**src/core/esrp_pkg.sv**
```systemverilog
package esrp_pkg;

	// Return payload layout
	localparam logic [7:0]  PAY_PREFIX     = 8'hFF;
	localparam logic [16:0] PAY_PAD_ONES   = 17'h1FFFF;
	localparam int          PAY_PREFIX_HI  = 31;
	localparam int          PAY_PREFIX_LO  = 24;
	localparam int          PAY_SEC_STACK  = 6;
	localparam int          PAY_DEF_CALLEE = 5;
	localparam int          PAY_FRAME_FMT  = 4;
	localparam int          PAY_THREAD     = 3;
	localparam int          PAY_SAVED_STACK_SELECT      = 2;
	localparam int          PAY_DOMAIN     = 0;

	// Frame layout: slots in words from the frame base, frame and pad sizes in bytes
	localparam logic [4:0]  SLOT_FIRST     = 5'h00;
	localparam logic [4:0]  SLOT_STATUS    = 5'h07;
	localparam logic [4:0]  SLOT_FP_FIRST  = 5'h08;
	localparam logic [4:0]  SLOT_FP_STATUS_CONTROL_WORD     = 5'h18;
	localparam logic [31:0] BASIC_BYTES    = 32'h00000020;
	localparam logic [31:0] EXT_BYTES      = 32'h00000068;
	localparam logic [31:0] PAD_BYTES      = 32'h00000004;
	localparam logic [31:0] DWORD_MASK     = 32'hFFFFFFF8;
	localparam int          STATUS_PAD_BIT = 9;

	// Register offsets and fields
	localparam logic [11:0] OFS_CTRL       = 12'h000;
	localparam logic [11:0] OFS_STATUS     = 12'h004;
	localparam logic [11:0] OFS_PAYLOAD    = 12'h008;
	localparam logic [11:0] OFS_FRAME      = 12'h00C;
	localparam int          CTRL_FP_EN     = 0;
	localparam int          CTRL_LAZY      = 1;
	localparam logic [1:0]  CTRL_RESET     = 2'h0;
	localparam logic [1:0]  RESP_OKAY      = 2'h0;
	localparam logic [1:0]  RESP_SLVERR    = 2'h2;

	typedef enum logic [1:0] {ST_IDLE, ST_PUSH, ST_POP} esrp_state_t;

endpackage

```
**src/core/esrp_stack_ctx.sv**
```systemverilog
`timescale 1ns/10ps
`default_nettype none
module esrp_stack_ctx #(
	parameter bit SEC_PRESENT = 1'b1
) (
	// Clock and reset
	input  wire logic        aclk,
	input  wire logic        aresetn,
	// Core requests, held until the matching done pulse
	input  wire logic        entry_req,
	input  wire logic        frame_secure,
	input  wire logic        callee_skip,
	input  wire logic        thread_mode,
	input  wire logic        stack_select_control_bit,
	input  wire logic        handler_secure,
	input  wire logic        return_req,
	input  wire logic [31:0] branch_target,
	input  wire logic        fp_first_insn,
	input  wire logic [31:0] sp_in,
	// Core register bank
	output logic      [4:0]  ctx_idx,
	input  wire logic [31:0] ctx_rdata,
	output logic             ctx_wr,
	output logic      [31:0] ctx_wdata,
	// Core results
	output logic             sp_wr,
	output logic      [31:0] sp_wdata,
	output logic      [31:0] link_register,
	output logic             link_wr,
	output logic             saved_stack_select_clear,
	output logic             saved_stack_select_restore_wr,
	output logic             saved_stack_select,
	output logic             entry_done,
	output logic             return_done,
	output logic             return_matched,
	output logic             lazy_done,
	// Stack memory master
	output logic             mem_req,
	output logic             mem_we,
	output logic      [31:0] mem_addr,
	output logic      [31:0] mem_wdata,
	input  wire logic        mem_ack,
	input  wire logic [31:0] mem_rdata,
	// AXI4-Lite slave
	input  wire logic [11:0] s_axi_awaddr,
	input  wire logic        s_axi_awvalid,
	output logic             s_axi_awready,
	input  wire logic [31:0] s_axi_wdata,
	input  wire logic [3:0]  s_axi_wstrb,
	input  wire logic        s_axi_wvalid,
	output logic             s_axi_wready,
	output logic      [1:0]  s_axi_bresp,
	output logic             s_axi_bvalid,
	input  wire logic        s_axi_bready,
	input  wire logic [11:0] s_axi_araddr,
	input  wire logic        s_axi_arvalid,
	output logic             s_axi_arready,
	output logic      [31:0] s_axi_rdata,
	output logic      [1:0]  s_axi_rresp,
	output logic             s_axi_rvalid,
	input  wire logic        s_axi_rready
);

	typedef struct packed {
		esrp_pkg::esrp_state_t state;
		logic [4:0]  slot;
		logic [4:0]  last_slot;
		logic [31:0] base;
		logic        align_pad;
		logic        ext;
		logic        lazy_op;
		logic        lazy_pending;
		logic [31:0] lazy_base;
		logic        ret_saved_stack_select;
		logic [31:0] payload;
		logic [1:0]  ctrl;
		logic        mem_req;
		logic        mem_we;
		logic [31:0] mem_addr;
		logic [31:0] mem_wdata;
		logic [4:0]  ctx_idx;
		logic        ctx_wr;
		logic [31:0] ctx_wdata;
		logic        sp_wr;
		logic [31:0] sp_wdata;
		logic        link_wr;
		logic        saved_stack_select_clear;
		logic        saved_stack_select_restore_wr;
		logic        saved_saved_stack_select;
		logic        entry_done;
		logic        return_done;
		logic        return_matched;
		logic        lazy_done;
		logic        aw_got;
		logic        w_got;
		logic [11:0] awaddr;
		logic [31:0] wdata;
		logic        wstrb0;
		logic        awready;
		logic        wready;
		logic        bvalid;
		logic [1:0]  bresp;
		logic        arready;
		logic        rvalid;
		logic [1:0]  rresp;
		logic [31:0] rdata;
	} esrp_ctx_t;

	esrp_ctx_t q_reg;
	esrp_ctx_t q_next;

	logic [31:0] entry_payload;
	logic        target_is_payload;
	logic        fp_enable;
	logic        fp_lazy;
	logic [31:0] raw_base;
	logic        pad_now;

	assign fp_enable = q_reg.ctrl[esrp_pkg::CTRL_FP_EN];
	assign fp_lazy   = q_reg.ctrl[esrp_pkg::CTRL_LAZY];

	esrp_payload_fmt #(
		.SEC_PRESENT(SEC_PRESENT)
	) u_fmt (
		.frame_secure            (frame_secure),
		.callee_skip             (callee_skip),
		.ext_frame               (fp_enable),
		.thread_mode             (thread_mode),
		.stack_select_control_bit(stack_select_control_bit),
		.handler_secure          (handler_secure),
		.branch_target           (branch_target),
		.payload                 (entry_payload),
		.target_is_payload       (target_is_payload)
	);

	function automatic logic [31:0] frame_bytes(input logic ext);
		frame_bytes = ext ? esrp_pkg::EXT_BYTES : esrp_pkg::BASIC_BYTES;
	endfunction

	function automatic logic [31:0] slot_addr(input logic [31:0] base, input logic [4:0] slot);
		slot_addr = base + {25'h0000000, slot, 2'h0};
	endfunction

	function automatic logic [31:0] read_reg(input esrp_ctx_t q, input logic [11:0] a);
		unique case (a)
			esrp_pkg::OFS_CTRL:    read_reg = {30'h00000000, q.ctrl};
			esrp_pkg::OFS_STATUS:  read_reg = {28'h0000000, q.lazy_pending, q.ext, q.state};
			esrp_pkg::OFS_PAYLOAD: read_reg = q.payload;
			esrp_pkg::OFS_FRAME:   read_reg = q.base;
			default:               read_reg = 32'h00000000;
		endcase
	endfunction

	function automatic logic reg_mapped(input logic [11:0] a);
		reg_mapped = (a == esrp_pkg::OFS_CTRL) || (a == esrp_pkg::OFS_STATUS) ||
			(a == esrp_pkg::OFS_PAYLOAD) || (a == esrp_pkg::OFS_FRAME);
	endfunction

	// Lower SP by frame size, then round down to a doubleword
	assign raw_base = sp_in - frame_bytes(fp_enable);
	assign pad_now  = (q_reg.slot == esrp_pkg::SLOT_STATUS) ?
		mem_rdata[esrp_pkg::STATUS_PAD_BIT] : q_reg.align_pad;

	always_comb
	begin
		q_next = q_reg;
		q_next.ctx_wr           = 1'b0;
		q_next.sp_wr            = 1'b0;
		q_next.link_wr          = 1'b0;
		q_next.saved_stack_select_clear      = 1'b0;
		q_next.saved_stack_select_restore_wr = 1'b0;
		q_next.entry_done       = 1'b0;
		q_next.return_done      = 1'b0;
		q_next.lazy_done        = 1'b0;

		unique case (q_reg.state)
			esrp_pkg::ST_IDLE:
			begin
				if (q_reg.lazy_pending && (fp_first_insn || entry_req))
				begin
					// Deferred fp save before any fp use or nesting
					q_next.state     = esrp_pkg::ST_PUSH;
					q_next.lazy_op   = 1'b1;
					q_next.base      = q_reg.lazy_base;
					q_next.slot      = esrp_pkg::SLOT_FP_FIRST;
					q_next.ctx_idx   = esrp_pkg::SLOT_FP_FIRST;
					q_next.last_slot = esrp_pkg::SLOT_FP_STATUS_CONTROL_WORD;
				end
				else if (entry_req && !q_reg.entry_done)
				begin
					// Frame goes on the stack selected right now
					q_next.state       = esrp_pkg::ST_PUSH;
					q_next.lazy_op     = 1'b0;
					q_next.ext         = fp_enable;
					q_next.base        = raw_base & esrp_pkg::DWORD_MASK;
					q_next.align_pad   = raw_base[2];
					q_next.slot        = esrp_pkg::SLOT_FIRST;
					q_next.ctx_idx     = esrp_pkg::SLOT_FIRST;
					if (fp_enable && !fp_lazy)
					begin
						q_next.last_slot = esrp_pkg::SLOT_FP_STATUS_CONTROL_WORD;
					end
					else
					begin
						q_next.last_slot = esrp_pkg::SLOT_STATUS;
					end
					q_next.payload     = entry_payload;
					q_next.saved_saved_stack_select = stack_select_control_bit;
				end
				else if (return_req && !q_reg.return_done)
				begin
					if (target_is_payload)
					begin
						// Return request: unstack from the selected stack
						q_next.state          = esrp_pkg::ST_POP;
						q_next.base           = sp_in;
						q_next.slot           = esrp_pkg::SLOT_FIRST;
						q_next.ctx_idx        = esrp_pkg::SLOT_FIRST;
						q_next.ext            = ~branch_target[esrp_pkg::PAY_FRAME_FMT];
						q_next.ret_saved_stack_select      = branch_target[esrp_pkg::PAY_SAVED_STACK_SELECT];
						q_next.return_matched = (branch_target == q_reg.payload);
						if (!branch_target[esrp_pkg::PAY_FRAME_FMT] && !q_reg.lazy_pending)
						begin
							q_next.last_slot = esrp_pkg::SLOT_FP_STATUS_CONTROL_WORD;
						end
						else
						begin
							q_next.last_slot = esrp_pkg::SLOT_STATUS;
						end
					end
					else
					begin
						// Ordinary branch, nothing to unstack
						q_next.return_done    = 1'b1;
						q_next.return_matched = 1'b0;
					end
				end
			end
			esrp_pkg::ST_PUSH:
			begin
				if (!q_reg.mem_req)
				begin
					q_next.mem_req  = 1'b1;
					q_next.mem_we   = 1'b1;
					q_next.mem_addr = slot_addr(q_reg.base, q_reg.slot);
					if (q_reg.slot == esrp_pkg::SLOT_STATUS)
					begin
						// Status word carries the alignment pad flag
						q_next.mem_wdata = ctx_rdata |
							(32'(q_reg.align_pad) << esrp_pkg::STATUS_PAD_BIT);
					end
					else
					begin
						q_next.mem_wdata = ctx_rdata;
					end
				end
				else if (mem_ack)
				begin
					q_next.mem_req = 1'b0;
					q_next.mem_we  = 1'b0;
					if (q_reg.slot == q_reg.last_slot)
					begin
						q_next.state = esrp_pkg::ST_IDLE;
						if (q_reg.lazy_op)
						begin
							q_next.lazy_op      = 1'b0;
							q_next.lazy_pending = 1'b0;
							q_next.lazy_done    = 1'b1;
						end
						else
						begin
							q_next.entry_done   = 1'b1;
							q_next.link_wr      = 1'b1;
							q_next.sp_wr        = 1'b1;
							q_next.sp_wdata     = q_reg.base;
							q_next.saved_stack_select_clear  = 1'b1;
							q_next.lazy_pending = q_reg.ext & fp_lazy;
							q_next.lazy_base    = q_reg.base;
						end
					end
					else
					begin
						q_next.slot    = q_reg.slot + 5'h01;
						q_next.ctx_idx = q_reg.slot + 5'h01;
					end
				end
			end
			esrp_pkg::ST_POP:
			begin
				if (!q_reg.mem_req)
				begin
					q_next.mem_req  = 1'b1;
					q_next.mem_we   = 1'b0;
					q_next.mem_addr = slot_addr(q_reg.base, q_reg.slot);
				end
				else if (mem_ack)
				begin
					q_next.mem_req   = 1'b0;
					q_next.ctx_wr    = 1'b1;
					q_next.ctx_idx   = q_reg.slot;
					q_next.align_pad = pad_now;
					if (q_reg.slot == esrp_pkg::SLOT_STATUS)
					begin
						// Pad flag is ours, not part of the restored status
						q_next.ctx_wdata = mem_rdata &
							~(32'h00000001 << esrp_pkg::STATUS_PAD_BIT);
					end
					else
					begin
						q_next.ctx_wdata = mem_rdata;
					end
					if (q_reg.slot == q_reg.last_slot)
					begin
						q_next.state            = esrp_pkg::ST_IDLE;
						q_next.return_done      = 1'b1;
						q_next.sp_wr            = 1'b1;
						q_next.sp_wdata         = q_reg.base + frame_bytes(q_reg.ext) +
							(pad_now ? esrp_pkg::PAD_BYTES : 32'h00000000);
						q_next.saved_stack_select_restore_wr = 1'b1;
						q_next.saved_saved_stack_select      = q_reg.ret_saved_stack_select;
						q_next.lazy_pending     = 1'b0;
					end
					else
					begin
						q_next.slot = q_reg.slot + 5'h01;
					end
				end
			end
			default:
			begin
				q_next.state   = esrp_pkg::ST_IDLE;
				q_next.mem_req = 1'b0;
			end
		endcase

		// Write address and data may come in either order
		if (s_axi_awvalid && q_reg.awready)
		begin
			q_next.aw_got = 1'b1;
			q_next.awaddr = s_axi_awaddr;
		end
		if (s_axi_wvalid && q_reg.wready)
		begin
			q_next.w_got  = 1'b1;
			q_next.wdata  = s_axi_wdata;
			q_next.wstrb0 = s_axi_wstrb[0];
		end
		if (q_reg.bvalid && s_axi_bready)
		begin
			q_next.bvalid = 1'b0;
		end
		if (q_reg.aw_got && q_reg.w_got && !q_reg.bvalid)
		begin
			q_next.aw_got = 1'b0;
			q_next.w_got  = 1'b0;
			q_next.bvalid = 1'b1;
			if (q_reg.awaddr == esrp_pkg::OFS_CTRL)
			begin
				q_next.bresp = esrp_pkg::RESP_OKAY;
				if (q_reg.wstrb0)
				begin
					q_next.ctrl = q_reg.wdata[1:0];
				end
			end
			else
			begin
				q_next.bresp = esrp_pkg::RESP_SLVERR;
			end
		end
		q_next.awready = !q_next.aw_got && !q_next.bvalid;
		q_next.wready  = !q_next.w_got && !q_next.bvalid;

		// Read channel, one read at a time
		if (q_reg.rvalid && s_axi_rready)
		begin
			q_next.rvalid = 1'b0;
		end
		if (s_axi_arvalid && q_reg.arready)
		begin
			q_next.rvalid = 1'b1;
			q_next.rdata  = read_reg(q_reg, s_axi_araddr);
			q_next.rresp  = reg_mapped(s_axi_araddr) ? esrp_pkg::RESP_OKAY : esrp_pkg::RESP_SLVERR;
		end
		q_next.arready = !q_next.rvalid;

		// Synchronous reset
		if (!aresetn)
		begin
			q_next      = '0;
			q_next.ctrl = esrp_pkg::CTRL_RESET;
		end
	end

	always_ff @(posedge aclk)
	begin
		q_reg <= q_next;
	end

	assign ctx_idx            = q_reg.ctx_idx;
	assign ctx_wr             = q_reg.ctx_wr;
	assign ctx_wdata          = q_reg.ctx_wdata;
	assign sp_wr              = q_reg.sp_wr;
	assign sp_wdata           = q_reg.sp_wdata;
	assign link_register      = q_reg.payload;
	assign link_wr            = q_reg.link_wr;
	assign saved_stack_select_clear        = q_reg.saved_stack_select_clear;
	assign saved_stack_select_restore_wr   = q_reg.saved_stack_select_restore_wr;
	assign saved_stack_select = q_reg.saved_saved_stack_select;
	assign entry_done         = q_reg.entry_done;
	assign return_done        = q_reg.return_done;
	assign return_matched     = q_reg.return_matched;
	assign lazy_done          = q_reg.lazy_done;
	assign mem_req            = q_reg.mem_req;
	assign mem_we             = q_reg.mem_we;
	assign mem_addr           = q_reg.mem_addr;
	assign mem_wdata          = q_reg.mem_wdata;
	assign s_axi_awready      = q_reg.awready;
	assign s_axi_wready       = q_reg.wready;
	assign s_axi_bresp        = q_reg.bresp;
	assign s_axi_bvalid       = q_reg.bvalid;
	assign s_axi_arready      = q_reg.arready;
	assign s_axi_rdata        = q_reg.rdata;
	assign s_axi_rresp        = q_reg.rresp;
	assign s_axi_rvalid       = q_reg.rvalid;

endmodule
`default_nettype wire

```
**src/core/esrp_payload_fmt.sv**
```systemverilog
`timescale 1ns/10ps
`default_nettype none
module esrp_payload_fmt #(
	parameter bit SEC_PRESENT = 1'b1
) (
	// Entry context
	input  wire logic        frame_secure,
	input  wire logic        callee_skip,
	input  wire logic        ext_frame,
	input  wire logic        thread_mode,
	input  wire logic        stack_select_control_bit,
	input  wire logic        handler_secure,
	// Branch check
	input  wire logic [31:0] branch_target,
	output logic      [31:0] payload,
	output logic             target_is_payload
);

	always_comb
	begin
		payload = {esrp_pkg::PAY_PREFIX, esrp_pkg::PAY_PAD_ONES, 7'h00};
		payload[esrp_pkg::PAY_SEC_STACK]  = SEC_PRESENT & frame_secure;
		payload[esrp_pkg::PAY_DEF_CALLEE] = ~SEC_PRESENT | ~callee_skip;
		payload[esrp_pkg::PAY_FRAME_FMT]  = ~ext_frame;
		payload[esrp_pkg::PAY_THREAD]     = thread_mode;
		payload[esrp_pkg::PAY_SAVED_STACK_SELECT]      = stack_select_control_bit;
		payload[esrp_pkg::PAY_DOMAIN]     = SEC_PRESENT & handler_secure;
	end

	// Non-executable prefix marks a return request
	assign target_is_payload =
		branch_target[esrp_pkg::PAY_PREFIX_HI:esrp_pkg::PAY_PREFIX_LO] == esrp_pkg::PAY_PREFIX;

endmodule
`default_nettype wire

```
**config.mk**
```make
export PLATFORM = sky130hd
export DESIGN_NAME = esrp_stack_ctx
export DESIGN_NICKNAME = d
export VERILOG_FILES = /design/src/core/esrp_pkg.sv /design/src/core/esrp_stack_ctx.sv /design/src/core/esrp_payload_fmt.sv
export SDC_FILE = /design/constraint.sdc
export NUM_CORES = 1
export LEC_CHECK = 0
export BUFFER_PORTS_ARGS = -buffer_cell sky130_fd_sc_hd__buf_2
export CELL_PAD_IN_SITES_DETAIL_PLACEMENT = 0
export CELL_PAD_IN_SITES_GLOBAL_PLACEMENT = 1
export CORE_ASPECT_RATIO = 1.2
export CORE_MARGIN = 2
export CORE_UTILIZATION = 34
export CTS_CLUSTER_SIZE = 20
export DETAILED_ROUTE_END_ITERATION = 7
export PLACE_DENSITY_LB_ADDON = 0.1
export SLEW_MARGIN = 10
export SYNTH_ARGS = -nofsm -noshare
export SYNTH_HDL_FRONTEND = slang
export SYNTH_SLANG_ARGS = --single-unit
```
**constraint.sdc**
```tcl
create_clock -name aclk -period 2.85 [get_ports aclk]
set_input_delay 0.285 -clock aclk [delete_from_list [all_inputs] [get_ports aclk]]
set_output_delay 0.285 -clock aclk [all_outputs]
set_load 0.005 [all_outputs]
```
==> qor.yml <==
dieArea_um2: 45020
ys_types: 80
clock-sinks: 286
maxSlewHeadroom: 0.2321
synth_seq_cells: 286
final.setup.tns_ns: 0
crit_path_cell_trace: "ha_2 -> nand2_1 -> nor3_4 -> mux2_4 -> ha_2 -> inv_2 -> fa_2 -> nor2b_4 -> o21ai_4 -> and2_4 -> nor2_2 -> a41o_1 -> a32o_1"
async_flop_share: 0
drc: 0
start_util: 0.3443
vias_per_cell: 5.031
syn_area_per_cell_um2: 7.758
grt_max_degree: 53
clk_pin_slew_ns: 0.06
cp_slowest_stage_delay_ns: 0.34
required_ns: 3.32
cts_tree: "yes"
yosys_warnings: 0
cp-end-kind: "register"
clk_latency_ns: 0.58
drt_pass1_iterations: 5
p_leak_nw: 7.413
ys.flop_type: "dfxtp_1"
fin_crit_sh: 0.9527
final_area_um2: 18090
final_common_cell: "buf_2"
drt_iter0_drc: 731
fmax_ghz: 0.3683
placed_area_um2: 16100
setup_viol: 0
io_pins: 422
path_class: "reg2reg"
antenna_found_initial: 2
ant_nets: 0
root_buffer: "clkbuf_16"
power.total_mw: 9.503
grt_pass1_vias: 13670
fin_hold_ws_ns: 0.02343
synth_edf_count: 0
synth-seq-area-share: 0.3887
cap_violations: 0
gp_congestion: 0.8826
grt_use_total: 0.2188
cts-buffers-inserted: 31
std_cell_rows: 83
power_density_nw_per_um2: 525.4
critical-path-slowest-cell: "mux2_4"
hold_path_class: "in2reg"
wire_per_inst_um: 18.60
core_um2: 42790
placed_cells: 2594
finalHoldViolations: 0
path_common_cell: "ha_2"
post-dp-hpwl_um: 37740
tightest_slew_ns: 1.140
cts.path.max_buffers: 3
postSynthCellCount: 1899
grt_pass1_wl_um: 78470
htree_levels: 1
wl_um: 50980
arrival_ns: 3.18
largest_reg_flops: 95
min_period_ns: 2.715
final_layout_size_suffix_gt1_frac: 0.2602
crit_fanout: 4
crit_family: "compound AO/OA/AOI/OAI gates"
fp.dieW_um: 194.0
start_kind: "register"
vias: 13790
grt_overflow: 0
drv_slew: 0
area_growth_pct: 22.78
status: "completed"
finalNonFillerCells: 2741
path_buf_inv: 1
die_y_um: 232.0
fin_skew_ns: 0.01670
mostFrequentLayoutCells: "385 x buf_2, 375 x nand2_1, 284 x dfxtp_1"
peakVddDrop_v: 0.0004867
final_nets: 2388
io_buffers: 385
syn-cell-area_um2: 14730
==> power breakdown <==
part	leakage (nW)	internal [mW]	switching, mW	total (mW)
logic	4.59	0.513	0.693	1.21
clock network	0.506	2.36	1.69	4.06
registers	2.32	4.12	0.117	4.24
total	7.41	7.00	2.50	9.50
==> kinds of logic (layout without fill, tap and decap cells) <==
| logic type | count (synthesis) | in the layout | synth area share |
|---|---|---|---|
| and+or+nand+nor | 723 | 723 | 0.2241 |
| AOI/OAI and AO/OA | 440 | 440 | 0.1784 |
| buffers and inverters | 351 | 637 | 0.1418 |
| DFF | 286 | 286 | 0.3887 |
| xor gates and xnor gates | 60 | 60 | 0.03567 |
| muxes | 20 | 20 | 0.01486 |
| adders and majority gates | 18 | 18 | 0.01631 |
| other | 1 | 5 | 0.0002546 |
==> final timing paths <==
path           startpoint           end  slack, ns  cells past startpoint
min reg2reg  mem_addr[14]  mem_addr[14]       0.45                      2
max            q_reg[341]  sp_wdata[12]       0.13                     13
max reg2reg    q_reg[341]  sp_wdata[12]       0.13                     13
min          ctx_rdata[9]  mem_wdata[9]       0.02                      3
==> cell usage after synthesis (all sizes together) (5+ instances only) <==
library cell / count / area share
nand2b: 8 / 0.0034
o21a: 6 / 0.0031
o31ai: 6 / 0.0031
a31oi: 7 / 0.0030
a211oi: 12 / 0.0061
o21ai: 102 / 0.035
nand4b: 5 / 0.0030
a22oi: 17 / 0.0087
nor3: 37 / 0.014
xor2: 34 / 0.020
nand2: 377 / 0.096
dfxtp: 286 / 0.39
nor2: 102 / 0.026
or4: 12 / 0.0066
o211ai: 8 / 0.0041
a221oi: 6 / 0.0052
o22ai: 7 / 0.0030
o221ai: 10 / 0.0059
nor2b: 6 / 0.0025
clkbuf: 118 / 0.030
mux2i: 14 / 0.0095
a21o: 5 / 0.0025
nand4: 28 / 0.012
or3: 11 / 0.0047
ha: 16 / 0.014
buf: 215 / 0.11
a21oi: 208 / 0.071
inv: 16 / 0.0041
and3: 10 / 0.0042
and2: 6 / 0.0025
mux2: 5 / 0.0038
nand3: 79 / 0.028
nor4: 19 / 0.0085
xnor2: 26 / 0.015
and4: 6 / 0.0036
a22o: 9 / 0.0054
==> layer usage <==
layer	global-route usage	vias up	share of wire
met3	0.04415	81	0.056
met5	0	-	0.00022
met2	0.4052	406	0.51
li1	-	6893	-
met1	0.2481	6409	0.40
met4	0.07694	2	0.034
==> cell type report <==
class	instances	area [um^2]
clock inverters	10	103.9
well taps	552	690.7
clock buffers	44	904.6
multi-input cells	1264	7019
repair buffers	565	3563
inverters	18	72.57
diodes	2	5.005
fillers	4507	24700
flip-flops and latches	286	5728
==> timing repair <==
item / in CTS / in global routing
cloned: 0 / 0
hold endpoints to repair: 87 / 0
pin swaps: 1 / 5
setup endpoints to repair: 1 / 11
hold buffers: 89 / 0
gates resized for setup: 0 / 17
setup buffers: 1 / 1
==> stage by stage <==
step           worst slack (ns)  utilization
2_1_floorplan           0.02648            -
4_1_cts                 0.01441       0.4211
6_report                 0.1349       0.4227
3_5_place_dp            0.01763       0.3763
5_1_grt               -0.002293       0.4227
3_3_place_gp          -0.006164       0.3763
==> worst min-delay path, stage by stage <==
cell	delay [ns]
buf_2	0.09
a21oi_1	0.06
a21oi_1	0.13
(Power assumes the default switching activity.)
